`src/wpps_pkg.sv`:
```
// power packet sequencer constants: clock, coil timing, headers, windows
// assumes a single 50 MHz system clock and a same-clock demodulator
package wpps_pkg;

  // -----------------------------------------------------------------
  // clock and coil operating point
  // -----------------------------------------------------------------
  localparam int unsigned CLK_KHZ   = 50000;  // system clock rate
  localparam int unsigned PING_KHZ  = 175;    // ping frequency
  localparam int unsigned FMIN_KHZ  = 110;    // lowest drive frequency
  localparam int unsigned FMAX_KHZ  = 205;    // highest drive frequency
  localparam int unsigned PER_W     = 9;      // coil period width
  localparam logic [8:0]  PING_PER  = 9'(CLK_KHZ / PING_KHZ);
  localparam logic [8:0]  PER_MIN   = 9'(CLK_KHZ / FMAX_KHZ);
  localparam logic [8:0]  PER_MAX   = 9'(CLK_KHZ / FMIN_KHZ);

  // -----------------------------------------------------------------
  // packet header codes
  // -----------------------------------------------------------------
  localparam logic [7:0] HDR_SS    = 8'h01;  // signal strength
  localparam logic [7:0] HDR_EPT   = 8'h02;  // end power transfer
  localparam logic [7:0] HDR_CE    = 8'h03;  // control error
  localparam logic [7:0] HDR_RP    = 8'h04;  // rectified power
  localparam logic [7:0] HDR_CS    = 8'h05;  // charge status
  localparam logic [7:0] HDR_HOLD  = 8'h06;  // power control hold-off
  localparam logic [7:0] HDR_PROPA = 8'h18;  // proprietary, first code
  localparam logic [7:0] HDR_PROPB = 8'hF2;  // proprietary, second code
  localparam logic [7:0] HDR_CFG   = 8'h51;  // configuration
  localparam logic [7:0] HDR_ID    = 8'h71;  // identification
  localparam logic [7:0] HDR_XID   = 8'h81;  // extended identification
  localparam int unsigned EXT_BIT  = 7;      // ext flag in first msg byte
  localparam logic [2:0] OPT_MAX   = 3'h7;   // optional packets allowed

  // -----------------------------------------------------------------
  // protocol windows and delays, in microseconds
  // -----------------------------------------------------------------
  localparam int unsigned PING_WIN_US = 20000;  // ping to header start
  localparam int unsigned NEXT_WIN_US = 20000;  // stop bit to next header
  localparam int unsigned CE_WIN_US   = 20000;  // control error spacing
  localparam int unsigned RP_WIN_US   = 20000;  // config to rect. power
  localparam int unsigned RM_DLY_US   = 1000;   // removal delay
  localparam int unsigned SETTLE_US   = 5000;   // settling before apply
  localparam int unsigned CLK_MHZ     = CLK_KHZ / 1000;

  // -----------------------------------------------------------------
  // phases of the sequencer
  // -----------------------------------------------------------------
  typedef enum logic [2:0] {
    ST_SELECT,
    ST_PING,
    ST_IDCFG,
    ST_XFER,
    ST_REMOVE
  } wpps_phase_e;

endpackage

```
`src/wpps_coil_pwm.sv`:
```
// coil drive generator: square wave at a programmable period, 50% duty
// assumes the period input is stable or changes only between cycles
`timescale 1ns/1ps
module wpps_coil_pwm #(
  parameter int unsigned PER_W = 9
) (
  input  wire logic             i_clk_sys,
  input  wire logic             i_sys_rst,
  input  wire logic             i_en,
  input  wire logic [PER_W-1:0] i_period,
  output logic                  o_drive
);

  // -----------------------------------------------------------------
  // parameter check
  // -----------------------------------------------------------------
  if (PER_W < 2) begin : g_chk
    $error("period width too small");
  end

  logic [PER_W-1:0] cnt_reg;   // position within the coil period
  logic [PER_W-1:0] per_reg;   // period in force for this cycle
  logic             drive_reg; // drive level
  wire  logic       wrap;      // last count of the period
  wire  logic [PER_W-1:0] half; // high half of the period

  assign wrap = (cnt_reg >= per_reg - 1'b1);
  assign half = per_reg >> 1;
  assign o_drive = drive_reg;

  // period taken only at a wrap, or while disabled, so each cycle is whole
  always_ff @(posedge i_clk_sys) begin
    if (i_sys_rst || !i_en) begin
      cnt_reg   <= '0;
      per_reg   <= i_period;
      drive_reg <= 1'b0;
    end else begin
      cnt_reg   <= wrap ? '0 : cnt_reg + 1'b1;
      per_reg   <= wrap ? i_period : per_reg;
      drive_reg <= wrap ? 1'b1 : (cnt_reg + 1'b1 < half);
    end
  end

endmodule

```
`src/wpps_seq.sv`:
```
// transmitter phase and packet sequencer with control error settling
// assumes the demodulator runs on i_clk_sys and gives one-cycle pulses
// How it works
// - ping drives coil at fixed frequency, duty
// - phases: selection, ping, id/config, transfer
// - packets framed as header, message, checksum
// - no signal strength header: remove after delay
// - signal strength in ping enters id/config
// - other packet in ping terminates power
// - id, extended id if flagged, then config
// - up to seven optional packets before config
// - id/config keeps ping operating point
// - next header missing in window: remove power
// - late or out-of-order packet: remove after delay
// - first control error missing: remove power
// - control error timer restarts each control error packet
// - rectified power due after config window
// - transfer accepts listed packet kinds freely
// - control error applied after settling delay
// - sequence violation in transfer removes power
`timescale 1ns/1ps
module wpps_seq #(
  parameter int unsigned TW         = 24,
  parameter int unsigned P_PING_WIN = wpps_pkg::PING_WIN_US * 50,
  parameter int unsigned P_NEXT_WIN = wpps_pkg::NEXT_WIN_US * 50,
  parameter int unsigned P_CE_WIN   = wpps_pkg::CE_WIN_US * 50,
  parameter int unsigned P_RP_WIN   = wpps_pkg::RP_WIN_US * 50,
  parameter int unsigned P_RM_DLY   = wpps_pkg::RM_DLY_US * 50,
  parameter int unsigned P_SETTLE   = wpps_pkg::SETTLE_US * 50
) (
  input  wire logic       i_clk_sys,
  input  wire logic       i_sys_rst,
  input  wire logic       i_obj_detect,
  input  wire logic       i_hdr_start,
  input  wire logic       i_pkt_valid,
  input  wire logic       i_pkt_ok,
  input  wire logic [7:0] i_pkt_header,
  input  wire logic [7:0] i_pkt_msg0,
  output logic            o_power_en,
  output logic            o_coil_drive,
  output logic [2:0]      o_phase,
  output logic [8:0]      o_period,
  output logic            o_ce_apply,
  output logic [7:0]      o_ss_value,
  output logic            o_fault
);

  // -----------------------------------------------------------------
  // parameter check
  // -----------------------------------------------------------------
  if (TW > 31 || P_PING_WIN >= 2**TW || P_NEXT_WIN >= 2**TW ||
      P_CE_WIN >= 2**TW || P_RP_WIN >= 2**TW || P_RM_DLY >= 2**TW ||
      P_SETTLE >= 2**TW || P_SETTLE == 0) begin : g_chk
    $error("timer width cannot hold a window");
  end

  // -----------------------------------------------------------------
  // state
  // -----------------------------------------------------------------
  wpps_pkg::wpps_phase_e st_reg, st_next;   // phase
  logic [TW-1:0] win_reg, win_next;         // window / removal countdown
  logic          wrun_reg, wrun_next;       // window running
  logic [1:0]    step_reg, step_next;       // 0 id, 1 ext id, 2 cfg
  logic [2:0]    opt_reg, opt_next;         // optional packets seen
  logic [TW-1:0] ce_reg, ce_next;           // control error countdown
  logic          ce1_reg, ce1_next;         // first control error awaited
  logic [TW-1:0] rp_reg, rp_next;           // rectified power countdown
  logic          rrun_reg, rrun_next;       // rectified power awaited
  logic [TW-1:0] stl_reg, stl_next;         // settle countdown
  logic          srun_reg, srun_next;       // settle running
  logic [7:0]    cev_reg, cev_next;         // pending control error
  logic [8:0]    per_reg, per_next;         // operating period
  logic          pwr_reg, pwr_next;         // power signal on
  logic          flt_reg, flt_next;         // removal was a fault
  logic          apl_reg, apl_next;         // control error applied
  logic [7:0]    ss_reg, ss_next;           // last signal strength
  logic          s1_reg, s2_reg, s3_reg;    // detect synchroniser
  logic          det_reg;                   // filtered detect level

  // -----------------------------------------------------------------
  // packet decode
  // -----------------------------------------------------------------
  wire logic good    = i_pkt_valid & i_pkt_ok;
  wire logic is_ss   = i_pkt_header == wpps_pkg::HDR_SS;
  wire logic is_ce   = i_pkt_header == wpps_pkg::HDR_CE;
  wire logic is_rp   = i_pkt_header == wpps_pkg::HDR_RP;
  wire logic is_ept  = i_pkt_header == wpps_pkg::HDR_EPT;
  wire logic is_id   = i_pkt_header == wpps_pkg::HDR_ID;
  wire logic is_xid  = i_pkt_header == wpps_pkg::HDR_XID;
  wire logic is_cfg  = i_pkt_header == wpps_pkg::HDR_CFG;
  wire logic is_prop = i_pkt_header == wpps_pkg::HDR_PROPA ||
                       i_pkt_header == wpps_pkg::HDR_PROPB;
  wire logic is_opt  = is_prop || i_pkt_header == wpps_pkg::HDR_HOLD;
  wire logic is_ok_x = is_ce || is_rp || is_prop ||
                       i_pkt_header == wpps_pkg::HDR_CS;
  wire logic ext_set = i_pkt_msg0[wpps_pkg::EXT_BIT];
  wire logic win_exp = wrun_reg && win_reg == '0;
  wire logic ce_exp  = ce_reg == '0;
  wire logic rp_exp  = rrun_reg && rp_reg == '0;
  wire logic stl_exp = srun_reg && stl_reg == '0;

  // settled operating point, clamped to the drive range
  wire logic signed [10:0] per_sum = $signed({2'b00, per_reg}) +
                                     $signed({{3{cev_reg[7]}}, cev_reg});
  wire logic [8:0] per_adj =
    (per_sum < $signed({2'b00, wpps_pkg::PER_MIN})) ? wpps_pkg::PER_MIN :
    (per_sum > $signed({2'b00, wpps_pkg::PER_MAX})) ? wpps_pkg::PER_MAX :
    per_sum[8:0];

  // -----------------------------------------------------------------
  // next state
  // -----------------------------------------------------------------
  always_comb begin
    logic kill_dly;  // remove power after the removal delay
    logic kill_now;  // remove power at once
    kill_dly  = 1'b0;
    kill_now  = 1'b0;
    st_next   = st_reg;
    win_next  = (wrun_reg && win_reg != '0) ? win_reg - 1'b1 : win_reg;
    wrun_next = wrun_reg;
    step_next = step_reg;
    opt_next  = opt_reg;
    ce_next   = ce_exp ? ce_reg : ce_reg - 1'b1;
    ce1_next  = ce1_reg;
    rp_next   = (rrun_reg && !rp_exp) ? rp_reg - 1'b1 : rp_reg;
    rrun_next = rrun_reg;
    stl_next  = (srun_reg && !stl_exp) ? stl_reg - 1'b1 : stl_reg;
    srun_next = srun_reg;
    cev_next  = cev_reg;
    per_next  = per_reg;
    pwr_next  = pwr_reg;
    flt_next  = flt_reg;
    apl_next  = 1'b0;
    ss_next   = ss_reg;
    unique case (st_reg)
      // idle until an object is reported
      wpps_pkg::ST_SELECT: begin
        pwr_next = 1'b0;
        if (det_reg) begin
          st_next   = wpps_pkg::ST_PING;
          pwr_next  = 1'b1;
          flt_next  = 1'b0;
          per_next  = wpps_pkg::PING_PER;
          win_next  = TW'(P_PING_WIN);
          wrun_next = 1'b1;
        end
      end
      // wait for signal strength
      wpps_pkg::ST_PING: begin
        if (i_hdr_start) wrun_next = 1'b0;
        if (good && is_ss) begin
          ss_next   = i_pkt_msg0;
          st_next   = wpps_pkg::ST_IDCFG;
          step_next = 2'h0;
          opt_next  = 3'h0;
          win_next  = TW'(P_NEXT_WIN);
          wrun_next = 1'b1;
        end else if (good) begin
          kill_dly = 1'b1;
        end else if (win_exp) begin
          kill_dly = 1'b1;
        end
      end
      // identification and configuration, operating point held
      wpps_pkg::ST_IDCFG: begin
        if (i_hdr_start) wrun_next = 1'b0;
        if (good) begin
          win_next  = TW'(P_NEXT_WIN);
          wrun_next = 1'b1;
          if (step_reg == 2'h0 && is_id) begin
            step_next = ext_set ? 2'h1 : 2'h2;
          end else if (step_reg == 2'h1 && is_xid) begin
            step_next = 2'h2;
          end else if (step_reg == 2'h2 && is_opt &&
                       opt_reg != wpps_pkg::OPT_MAX) begin
            opt_next = opt_reg + 1'b1;
          end else if (step_reg == 2'h2 && is_cfg) begin
            st_next   = wpps_pkg::ST_XFER;
            wrun_next = 1'b0;
            ce_next   = TW'(P_CE_WIN);
            ce1_next  = 1'b1;
            rp_next   = TW'(P_RP_WIN);
            rrun_next = 1'b1;
            srun_next = 1'b0;
          end else begin
            kill_dly = 1'b1;
          end
        end else if (win_exp) begin
          kill_dly = 1'b1;
        end
      end
      // power transfer
      wpps_pkg::ST_XFER: begin
        // settled change first, so a control error in the same cycle
        // restarts the settle count instead of being dropped
        if (stl_exp) begin
          srun_next = 1'b0;
          apl_next  = 1'b1;
          per_next  = per_adj;
        end
        if (good && is_ce) begin
          ce_next   = TW'(P_CE_WIN);
          ce1_next  = 1'b0;
          cev_next  = i_pkt_msg0;
          stl_next  = TW'(P_SETTLE - 1);
          srun_next = 1'b1;
        end
        if (good && is_rp) rrun_next = 1'b0;
        if (good && is_ept) begin
          kill_now = 1'b1;
        end else if (good && !is_ok_x) begin
          kill_now = 1'b1;
        end else if (ce_exp && ce1_reg) begin
          kill_dly = 1'b1;
        end else if (ce_exp || rp_exp) begin
          kill_now = 1'b1;
        end
      end
      // hold power for the removal delay, then drop it
      wpps_pkg::ST_REMOVE: begin
        if (win_reg == '0) begin
          st_next  = wpps_pkg::ST_SELECT;
          pwr_next = 1'b0;
        end
      end
      default: st_next = wpps_pkg::ST_SELECT;
    endcase
    if (kill_dly || kill_now) begin
      st_next   = wpps_pkg::ST_REMOVE;
      win_next  = kill_dly ? TW'(P_RM_DLY) : '0;
      wrun_next = 1'b1;
      rrun_next = 1'b0;
      srun_next = 1'b0;
      flt_next  = !(good && is_ept);
    end
  end

  // -----------------------------------------------------------------
  // detect synchroniser, agreement of second and third stage
  // -----------------------------------------------------------------
  always_ff @(posedge i_clk_sys) begin
    if (i_sys_rst) begin
      s1_reg  <= 1'b0;
      s2_reg  <= 1'b0;
      s3_reg  <= 1'b0;
      det_reg <= 1'b0;
    end else begin
      s1_reg  <= i_obj_detect;
      s2_reg  <= s1_reg;
      s3_reg  <= s2_reg;
      det_reg <= (s2_reg == s3_reg) ? s3_reg : det_reg;
    end
  end

  // -----------------------------------------------------------------
  // state registers
  // -----------------------------------------------------------------
  always_ff @(posedge i_clk_sys) begin
    if (i_sys_rst) begin
      st_reg <= wpps_pkg::ST_SELECT;
      win_reg <= '0;  wrun_reg <= 1'b0;
      step_reg <= 2'h0;  opt_reg <= 3'h0;
      ce_reg <= '0;  rp_reg <= '0;  rrun_reg <= 1'b0;
      ce1_reg <= 1'b0;
      stl_reg <= '0;  srun_reg <= 1'b0;  cev_reg <= 8'h00;
      per_reg <= wpps_pkg::PING_PER;
      pwr_reg <= 1'b0;  flt_reg <= 1'b0;  apl_reg <= 1'b0;
      ss_reg <= 8'h00;
    end else begin
      st_reg <= st_next;
      win_reg <= win_next;  wrun_reg <= wrun_next;
      step_reg <= step_next;  opt_reg <= opt_next;
      ce_reg <= ce_next;  rp_reg <= rp_next;  rrun_reg <= rrun_next;
      ce1_reg <= ce1_next;
      stl_reg <= stl_next;  srun_reg <= srun_next;  cev_reg <= cev_next;
      per_reg <= per_next;
      pwr_reg <= pwr_next;  flt_reg <= flt_next;  apl_reg <= apl_next;
      ss_reg <= ss_next;
    end
  end

  assign o_power_en = pwr_reg;
  assign o_phase    = st_reg;
  assign o_period   = per_reg;
  assign o_ce_apply = apl_reg;
  assign o_ss_value = ss_reg;
  assign o_fault    = flt_reg;

  // coil drive at the current operating point
  wpps_coil_pwm #(.PER_W(wpps_pkg::PER_W)) u_pwm (
    .i_clk_sys (i_clk_sys),
    .i_sys_rst (i_sys_rst),
    .i_en      (pwr_reg),
    .i_period  (per_reg),
    .o_drive   (o_coil_drive)
  );
endmodule

```
`config.mk`:
```
export PLATFORM = sky130hd
export DESIGN_NAME = wpps_seq
export DESIGN_NICKNAME = d
export VERILOG_FILES = /design/src/wpps_pkg.sv /design/src/wpps_coil_pwm.sv /design/src/wpps_seq.sv
export SDC_FILE = /design/constraint.sdc
export NUM_CORES = 1
export LEC_CHECK = 0
export BUFFER_PORTS_ARGS = -buffer_cell sky130_fd_sc_hd__clkbuf_2
export CORE_MARGIN = 1
export CORE_UTILIZATION = 55
export CTS_CLUSTER_SIZE = 24
export DETAILED_ROUTE_END_ITERATION = 8
export PLACE_DENSITY = 0.77
export SYNTH_ARGS = -nofsm -noshare
export SYNTH_HDL_FRONTEND = slang
export SYNTH_HIERARCHICAL = 1
export SYNTH_SLANG_ARGS = --single-unit
export TNS_END_PERCENT = 100
```
`constraint.sdc`:
```
create_clock -name i_clk_sys -period 5.7 [get_ports i_clk_sys]
set_clock_uncertainty 0.05 [all_clocks]
set_input_delay 0.855 -clock i_clk_sys [delete_from_list [all_inputs] [get_ports i_clk_sys]]
set_output_delay 0.855 -clock i_clk_sys [all_outputs]
set_load 0.05 [all_outputs]
```
* After elaboration in Yosys (flattened, before gate mapping) *
Index checks and enable logic that the tools add are counted.

word-level totals
  register bits = 159
  logic and storage cells = 247

operators by class
  add/sub/neg operators = 8
  order comparisons = 4
  equality and inequality tests = 42
  muxes and demuxes = 105
  bitwise operators = 2
  reduce and logical (&&, ||, !) cells = 61

operators with widths
  kind                     count
  $mux W24                 22
  $logic_not A24 Y1        4
  $sub A24 B1 Y24 const B  4
  $pmux W24 S3             1
  $mux W9                  6
  $pmux W24 S2             1
  $mux W1                  45
  $mux W3                  14
  $ne A3 B3 Y1 const B     11
  $ne A2 B2 Y1 const B     13
  $eq A8 B3 Y1 const B     3
  $reduce_bool A24 Y1      1
  $reduce_and A7 Y1        3
  $pmux W9 S2              1
  $reduce_and A9 Y1        2
  $logic_and A1 B1 Y1      17
  $eq A8 B2 Y1 const B     2
  $eq A8 B7 Y1 const B     2
  $eq A8 B8 Y1 const B     2
  $mux W16                 1
  $pmux W3 S5              1
  $reduce_bool A2 Y1       7
  $add A10 B8 Y11          1
  $gt A11 B10 Y1 const B   1
  31 further kinds         57

* Longest topological paths before layout *
  depth in word-level cells = 13
  depth in mapped cells = 11
  depth with buffers taken out = 10

* Cells and area by module *
The synthesis kept the hierarchy.

by module, submodules not included
  module         instances  cells each  area an instance (µm²)
  wpps_seq       1          833         7176.9
  wpps_coil_pwm  1          113         1168.6

* Worst setup path before layout *
No wires, ideal clock.

  path type = input-to-reg
  start point = in i_pkt_header[5]
  end point = reg win_reg[2]
  setup time = 64 ps
  arrival = 2988 ps
  required time = 5586 ps
  slack = 2598 ps
  stages on the path = 9
  buffers on the path = 2
  cell sequence = nor4_1 > a21oi_1 > o21bai_1 > nor2b_1 > a211oi_1 > or4b_4 > buf_6 > buf_12 > nor2_4

on the way
  word-level cells in the longest chain between the ends = 12

ends and longest elaborated chain
  item                                                 RTL line                        text
  start: declaration                                   wpps_seq.sv:37                  input wire logic [7:0] i_pkt_header,
  $eq A8 B5 Y1 / $eq A8 B8 Y1 (equally long branches)  wpps_seq.sv:91, wpps_seq.sv:92
  $logic_or A1 B1 Y1                                   wpps_seq.sv:91                  wire logic is_prop = i_pkt_header == wpps_pkg::HDR_PROPA ||
  $logic_or A1 B1 Y1                                   wpps_seq.sv:93                  wire logic is_opt = is_prop || i_pkt_header == wpps_pkg::HDR_HOLD;
  $logic_and A1 B1 Y1 (2 in a row)                     wpps_seq.sv:174                 end else if (step_reg == 2'h2 && is_opt &&
  $mux W1                                              wpps_seq.sv:174
  $mux W1                                              wpps_seq.sv:172                 end else if (step_reg == 2'h1 && is_xid) begin
  $mux W1                                              wpps_seq.sv:170                 if (step_reg == 2'h0 && is_id) begin
  $mux W1                                              wpps_seq.sv:167                 if (good) begin
  $pmux W1 S3                                          wpps_seq.sv:135                 unique case (st_reg)
  $logic_or A1 B1 Y1                                   wpps_seq.sv:228                 if (kill_dly || kill_now) begin
  $mux W24 *                                           wpps_seq.sv:228
  end signal: assignment                               wpps_seq.sv:271                 win_reg <= win_next; wrun_reg <= wrun_next;
  end: declaration                                     wpps_seq.sv:61                  logic [TW-1:0] win_reg, win_next;

Mark *: on every way between the ends. The rest lies on a longest branch, timed or not.
A chain may end at the register's enable or synchronous reset.

* Final worst setup path *
  start point = reg rp_reg[7]
  end point = reg rp_reg[6]

on the way
  word-level cells in the longest chain between the ends = 11

ends and longest elaborated chain
  item                      RTL line         text
  start: declaration        wpps_seq.sv:67   logic [TW-1:0] rp_reg, rp_next;
  start signal: assignment  wpps_seq.sv:273  ce_reg <= ce_next; rp_reg <= rp_next; rrun_reg <= rrun_next;
  $logic_not A24 Y1 *       wpps_seq.sv:99   wire logic rp_exp = rrun_reg && rp_reg == '0;
  $logic_and A1 B1 Y1 *     wpps_seq.sv:99
  $logic_not A1 Y1 *        wpps_seq.sv:125  rp_next = (rrun_reg && !rp_exp) ? rp_reg - 1'b1 : rp_reg;
  $logic_and A1 B1 Y1 *     wpps_seq.sv:125
  $mux W24 *                wpps_seq.sv:125
  $mux W24                  wpps_seq.sv:177  end else if (step_reg == 2'h2 && is_cfg) begin
  $mux W24                  wpps_seq.sv:174
  $mux W24                  wpps_seq.sv:172
  $mux W24                  wpps_seq.sv:170
  $mux W24                  wpps_seq.sv:167
  $mux W24 *                wpps_seq.sv:135

Marks and branches as above.

==> qor.log <==
qor: worst_setup_path.r2r-start rp_reg[7]
qor: worst_setup_path.cpMaxStageDelayCell sky130_fd_sc_hd__o2111ai_1
qor: cts.clock_latency 0.44 ns
qor: worst_setup_path.crit_chain or4_1 -> or4_1 -> or4_1 -> o2111ai_1 -> or3_1 -> xor2_1 -> a21oi_1
qor: cts.postCtsSetupRepairBufs 0
qor: synth.synth.ff_latch_count 159
qor: worst_setup_path.timing.critical_path.mode_cell sky130_fd_sc_hd__or4_1
qor: synth.netlist-cell-type-count 70
qor: cells_and_area.synthToLayoutAreaGrowth 11.7%
qor: synth.count_of_flip_flops_with_a_built_in_enable_after_synthesis 9
qor: placed_design.placement.io_buffers 45
qor: global_route.grt_start_max_net_pins 48
qor: detailed_routing.via_count 6,871
qor: cts.numCtsBuffers 17
qor: synth.postSynthCellCount 946
qor: min_path.timing.hold.worst_path_depth 1
qor: worst_setup_path.critical_path_class flip-flop to flip-flop
qor: worst_setup_path.path_delay_family simple AND/OR/NAND/NOR gates
qor: synth.yosys.area.top_type_share 36.0%
qor: synth.mappedNetlistArea 8350 um2
qor: detailed_routing.detailedRoute.firstPassIterationCount 7
qor: global_route.grt_antenna_before_repair 0
qor: synth.post_synth_main_area_contributors sky130_fd_sc_hd__dfxtp_1 36%, sky130_fd_sc_hd__xnor2_1 7.2%, sky130_fd_sc_hd__ha_1 5.4%
qor: cts.tritoncts yes
qor: die.initial_utilization 57.0%
qor: synth.syn-mean-instance-area 8.82 um2
qor: cells_and_area.post_layout_nonfiller_instances 1,176
qor: timing.final.period_utilization 63.6%
qor: die.die_w 125 um
qor: run_status.status finished clean
qor: detailed_routing.drc 0
qor: worst_setup_path.r2r_end rp_reg[6]
qor: cells_and_area.fillerInstances 1,235
qor: placed_design.globalplace.congestion 0.890
qor: die.dieArea 15,700 um2
qor: timing.totalNegativeSetupSlack 0 ns
qor: min_path.min_path_type flip-flop to flip-flop
qor: run.cap_viol_max_count 0
qor: global_route.grt_pass1_wl 29,800 um
qor: timing.rsz0062_at_grt false
qor: worst_setup_path.max_stage_delay 0.74 ns
qor: worst_setup_path.worst_r2r_path_depth 7
qor: detailed_routing.drt_first_iter_violations 373
qor: cells_and_area.final_layout_size_suffix_gt1_share 11.4%
qor: timing.fin_worst_hold_slack 0.417 ns
qor: cts.cts_root_buffer sky130_fd_sc_hd__clkbuf_16
qor: pwr.leakagePower 3.81 nW
qor: cells_and_area.total_area_of_multi_input_combinational_cells 4780 um2
qor: die.floorplan.rows 44
qor: cts.clock_tree.buffer_depth 2
qor: worst_setup_path.crit_arrival 3.87 ns
qor: worst_setup_path.crit_buf_inv 0
qor: global_route.number_of_global_route_vias_before_repair 6,356
qor: synth.ys.warnings.count 6
qor: timing.endpoints_failing_setup 0
qor: die.floorplan.core_area 14,600 um2
qor: worst_setup_path.reg2reg_setup_slack 2.07 ns
qor: cts.ctsResizeCount 0
qor: min_path.hold-path-endpoint s2_reg
qor: timing.max_freq 276 MHz
qor: worst_setup_path.cp_max_fo 12
qor: cells_and_area.finish.net_count 1,038
qor: global_route.global_route.overflow_total 0
qor: placed_design.dp.final_hpwl 12,200 um
qor: detailed_routing.antenna_left 0
qor: cells_and_area.antenna_cells 0
qor: placed_design.numPlacedInstances 1,144
qor: pwr.power.total 2.91 mW
qor: detailed_routing.final_routed_wirelength 17,600 um
qor: die.io_pins 46
qor: min_path.hold_path_startpoint s1_reg
qor: cts.clk_pin_slew_worst_paths 0.06 ns
qor: timing.worst-slew-pin-transition 0.957 ns
qor: pwr.cellPowerDensity 312 nW/um2
qor: global_route.globalRouteTotalUtil 23.4%
qor: cts.cts_hold_buffers 0
qor: timing.drv_slew 0
qor: cts.cts.sinks 159
qor: worst_setup_path.worst-endpoint-required 5.94 ns
qor: die.die_h 125 um
qor: timing.max_slew_margin 35.4%
qor: synth.async_reset_ff_share 0%
qor: worst_setup_path.worst_setup_path_end_kind flip-flop
qor: synth.yosys_most_used_dff sky130_fd_sc_hd__dfxtp_1
qor: synth.seq_area_frac_synth 39.2%
qor: synth.syn_nets 1,005
qor: detailed_routing.wl_per_cell 15.0 um
qor: detailed_routing.routed_via_density 5.84
qor: cells_and_area.register_area 3270 um2
qor: timing.setup_ws 2.07 ns
qor: timing.final-hold-violation-count 0
qor: timing.finalCriticalPeriod 3.63 ns
qor: cts.cts-htree-levels 4
qor: worst_setup_path.startpoint_type flip-flop
qor: synth.synth_area_leader_cell sky130_fd_sc_hd__dfxtp_1
qor: placed_design.dpl_worst_slack 2.09 ns
qor: pwr.ir_worst_vdd 0.278 mV
## final cells by class
cell class | instances | area share, %
Multi-Input combinational cell | 718 | 51.3
Sequential cell | 159 | 35.1
Clock buffer | 18 | 4.71
Timing Repair Buffer | 47 | 2.58
Tap cell | 184 | 2.47
Clock inverter | 14 | 2.43
Inverter | 36 | 1.45
## Yosys cell counts (16+ instances only)
library cell / number
sky130_fd_sc_hd__nor4_1: 21
sky130_fd_sc_hd__nand2b_1: 16
sky130_fd_sc_hd__nand3_1: 19
sky130_fd_sc_hd__or3_1: 26
sky130_fd_sc_hd__o21ai_0: 24
sky130_fd_sc_hd__nor2_1: 116
sky130_fd_sc_hd__xnor2_1: 69
sky130_fd_sc_hd__inv_1: 36
sky130_fd_sc_hd__mux2i_1: 19
sky130_fd_sc_hd__nand2_1: 45
sky130_fd_sc_hd__xor2_1: 26
sky130_fd_sc_hd__clkbuf_1: 26
sky130_fd_sc_hd__ha_1: 36
sky130_fd_sc_hd__dfxtp_1: 150
sky130_fd_sc_hd__or4_1: 21
sky130_fd_sc_hd__a21oi_1: 80
sky130_fd_sc_hd__nor3_1: 38
## how the worst max path moves through the flow
| stage | startpoint | end | slack, ns | cells after the start |
|---|---|---|---|---|
| 2_1_floorplan | i_pkt_header[5] | win_reg[2] | 2.60 | 9 |
| 3_3_place_gp | rp_reg[7] | rp_reg[6] | 2.15 | 7 |
| 3_5_place_dp | rp_reg[7] | rp_reg[6] | 2.09 | 7 |
| 4_1_cts | rp_reg[7] | rp_reg[6] | 2.05 | 7 |
| 5_1_grt | rp_reg[7] | rp_reg[6] | 1.87 | 7 |
| 6_report | rp_reg[7] | rp_reg[6] | 2.07 | 7 |
## metrics by stage
stage                     area, um2  utilization (%)
after CTS                      9320             63.7
after floorplan                8350                -
after global routing           9320             63.7
after global placement         8660             59.1
final                          9320             63.7
after detailed placement       8660             59.1
## cell usage in the layout, fill, tap and decap left out, types with 5 or more instances in the layout
cell type	instances
sky130_fd_sc_hd__a211oi_1	13
sky130_fd_sc_hd__nand3_1	19
sky130_fd_sc_hd__a21oi_1	80
sky130_fd_sc_hd__o31a_1	6
sky130_fd_sc_hd__ha_1	36
sky130_fd_sc_hd__inv_1	36
sky130_fd_sc_hd__o41ai_1	6
sky130_fd_sc_hd__nor2b_1	15
sky130_fd_sc_hd__and2_1	5
sky130_fd_sc_hd__o21a_1	6
sky130_fd_sc_hd__or3_1	26
sky130_fd_sc_hd__dfxtp_1	150
sky130_fd_sc_hd__mux2i_1	19
sky130_fd_sc_hd__xnor2_1	69
sky130_fd_sc_hd__bufinv_16	5
sky130_fd_sc_hd__nor2_1	116
sky130_fd_sc_hd__nand2b_1	16
sky130_fd_sc_hd__nor2_4	9
sky130_fd_sc_hd__nor3_1	38
sky130_fd_sc_hd__nor4_1	21
sky130_fd_sc_hd__xor2_1	26
sky130_fd_sc_hd__clkbuf_2	45
sky130_fd_sc_hd__a21o_1	9
sky130_fd_sc_hd__nand4_1	6
sky130_fd_sc_hd__edfxtp_1	9
sky130_fd_sc_hd__nand2_1	45
sky130_fd_sc_hd__clkbuf_16	17
sky130_fd_sc_hd__o31ai_1	6
sky130_fd_sc_hd__o21ai_0	24
sky130_fd_sc_hd__or4_1	21
sky130_fd_sc_hd__or2_2	12
## cell families after synthesis
group | after synthesis | share of synthesized area (%)
xor+xnor | 95 | 9.97
compound gates | 191 | 14.9
flops | 159 | 39.2
buf+inv | 69 | 3.51
fa+ha+maj | 37 | 5.64
simple gates | 375 | 24.3
mux | 20 | 2.41
## where the power goes
part | leakage, nW | switching, mW | internal, mW
combinational | 2.18 | 0.223 | 0.176
clock | 0.330 | 0.476 | 0.799
sequential | 1.30 | 0.0536 | 1.18
## routing by layer
metal / wire (um) / share of wire (%) / track usage [%]
met1: 8380 / 48 / 29.9
met2: 8210 / 47 / 38.4
met3: 674 / 3.8 / 5.31
met4: 353 / 2.0 / 9.18
met5: 0 / 0 / 0
(Power assumes the default switching activity.)
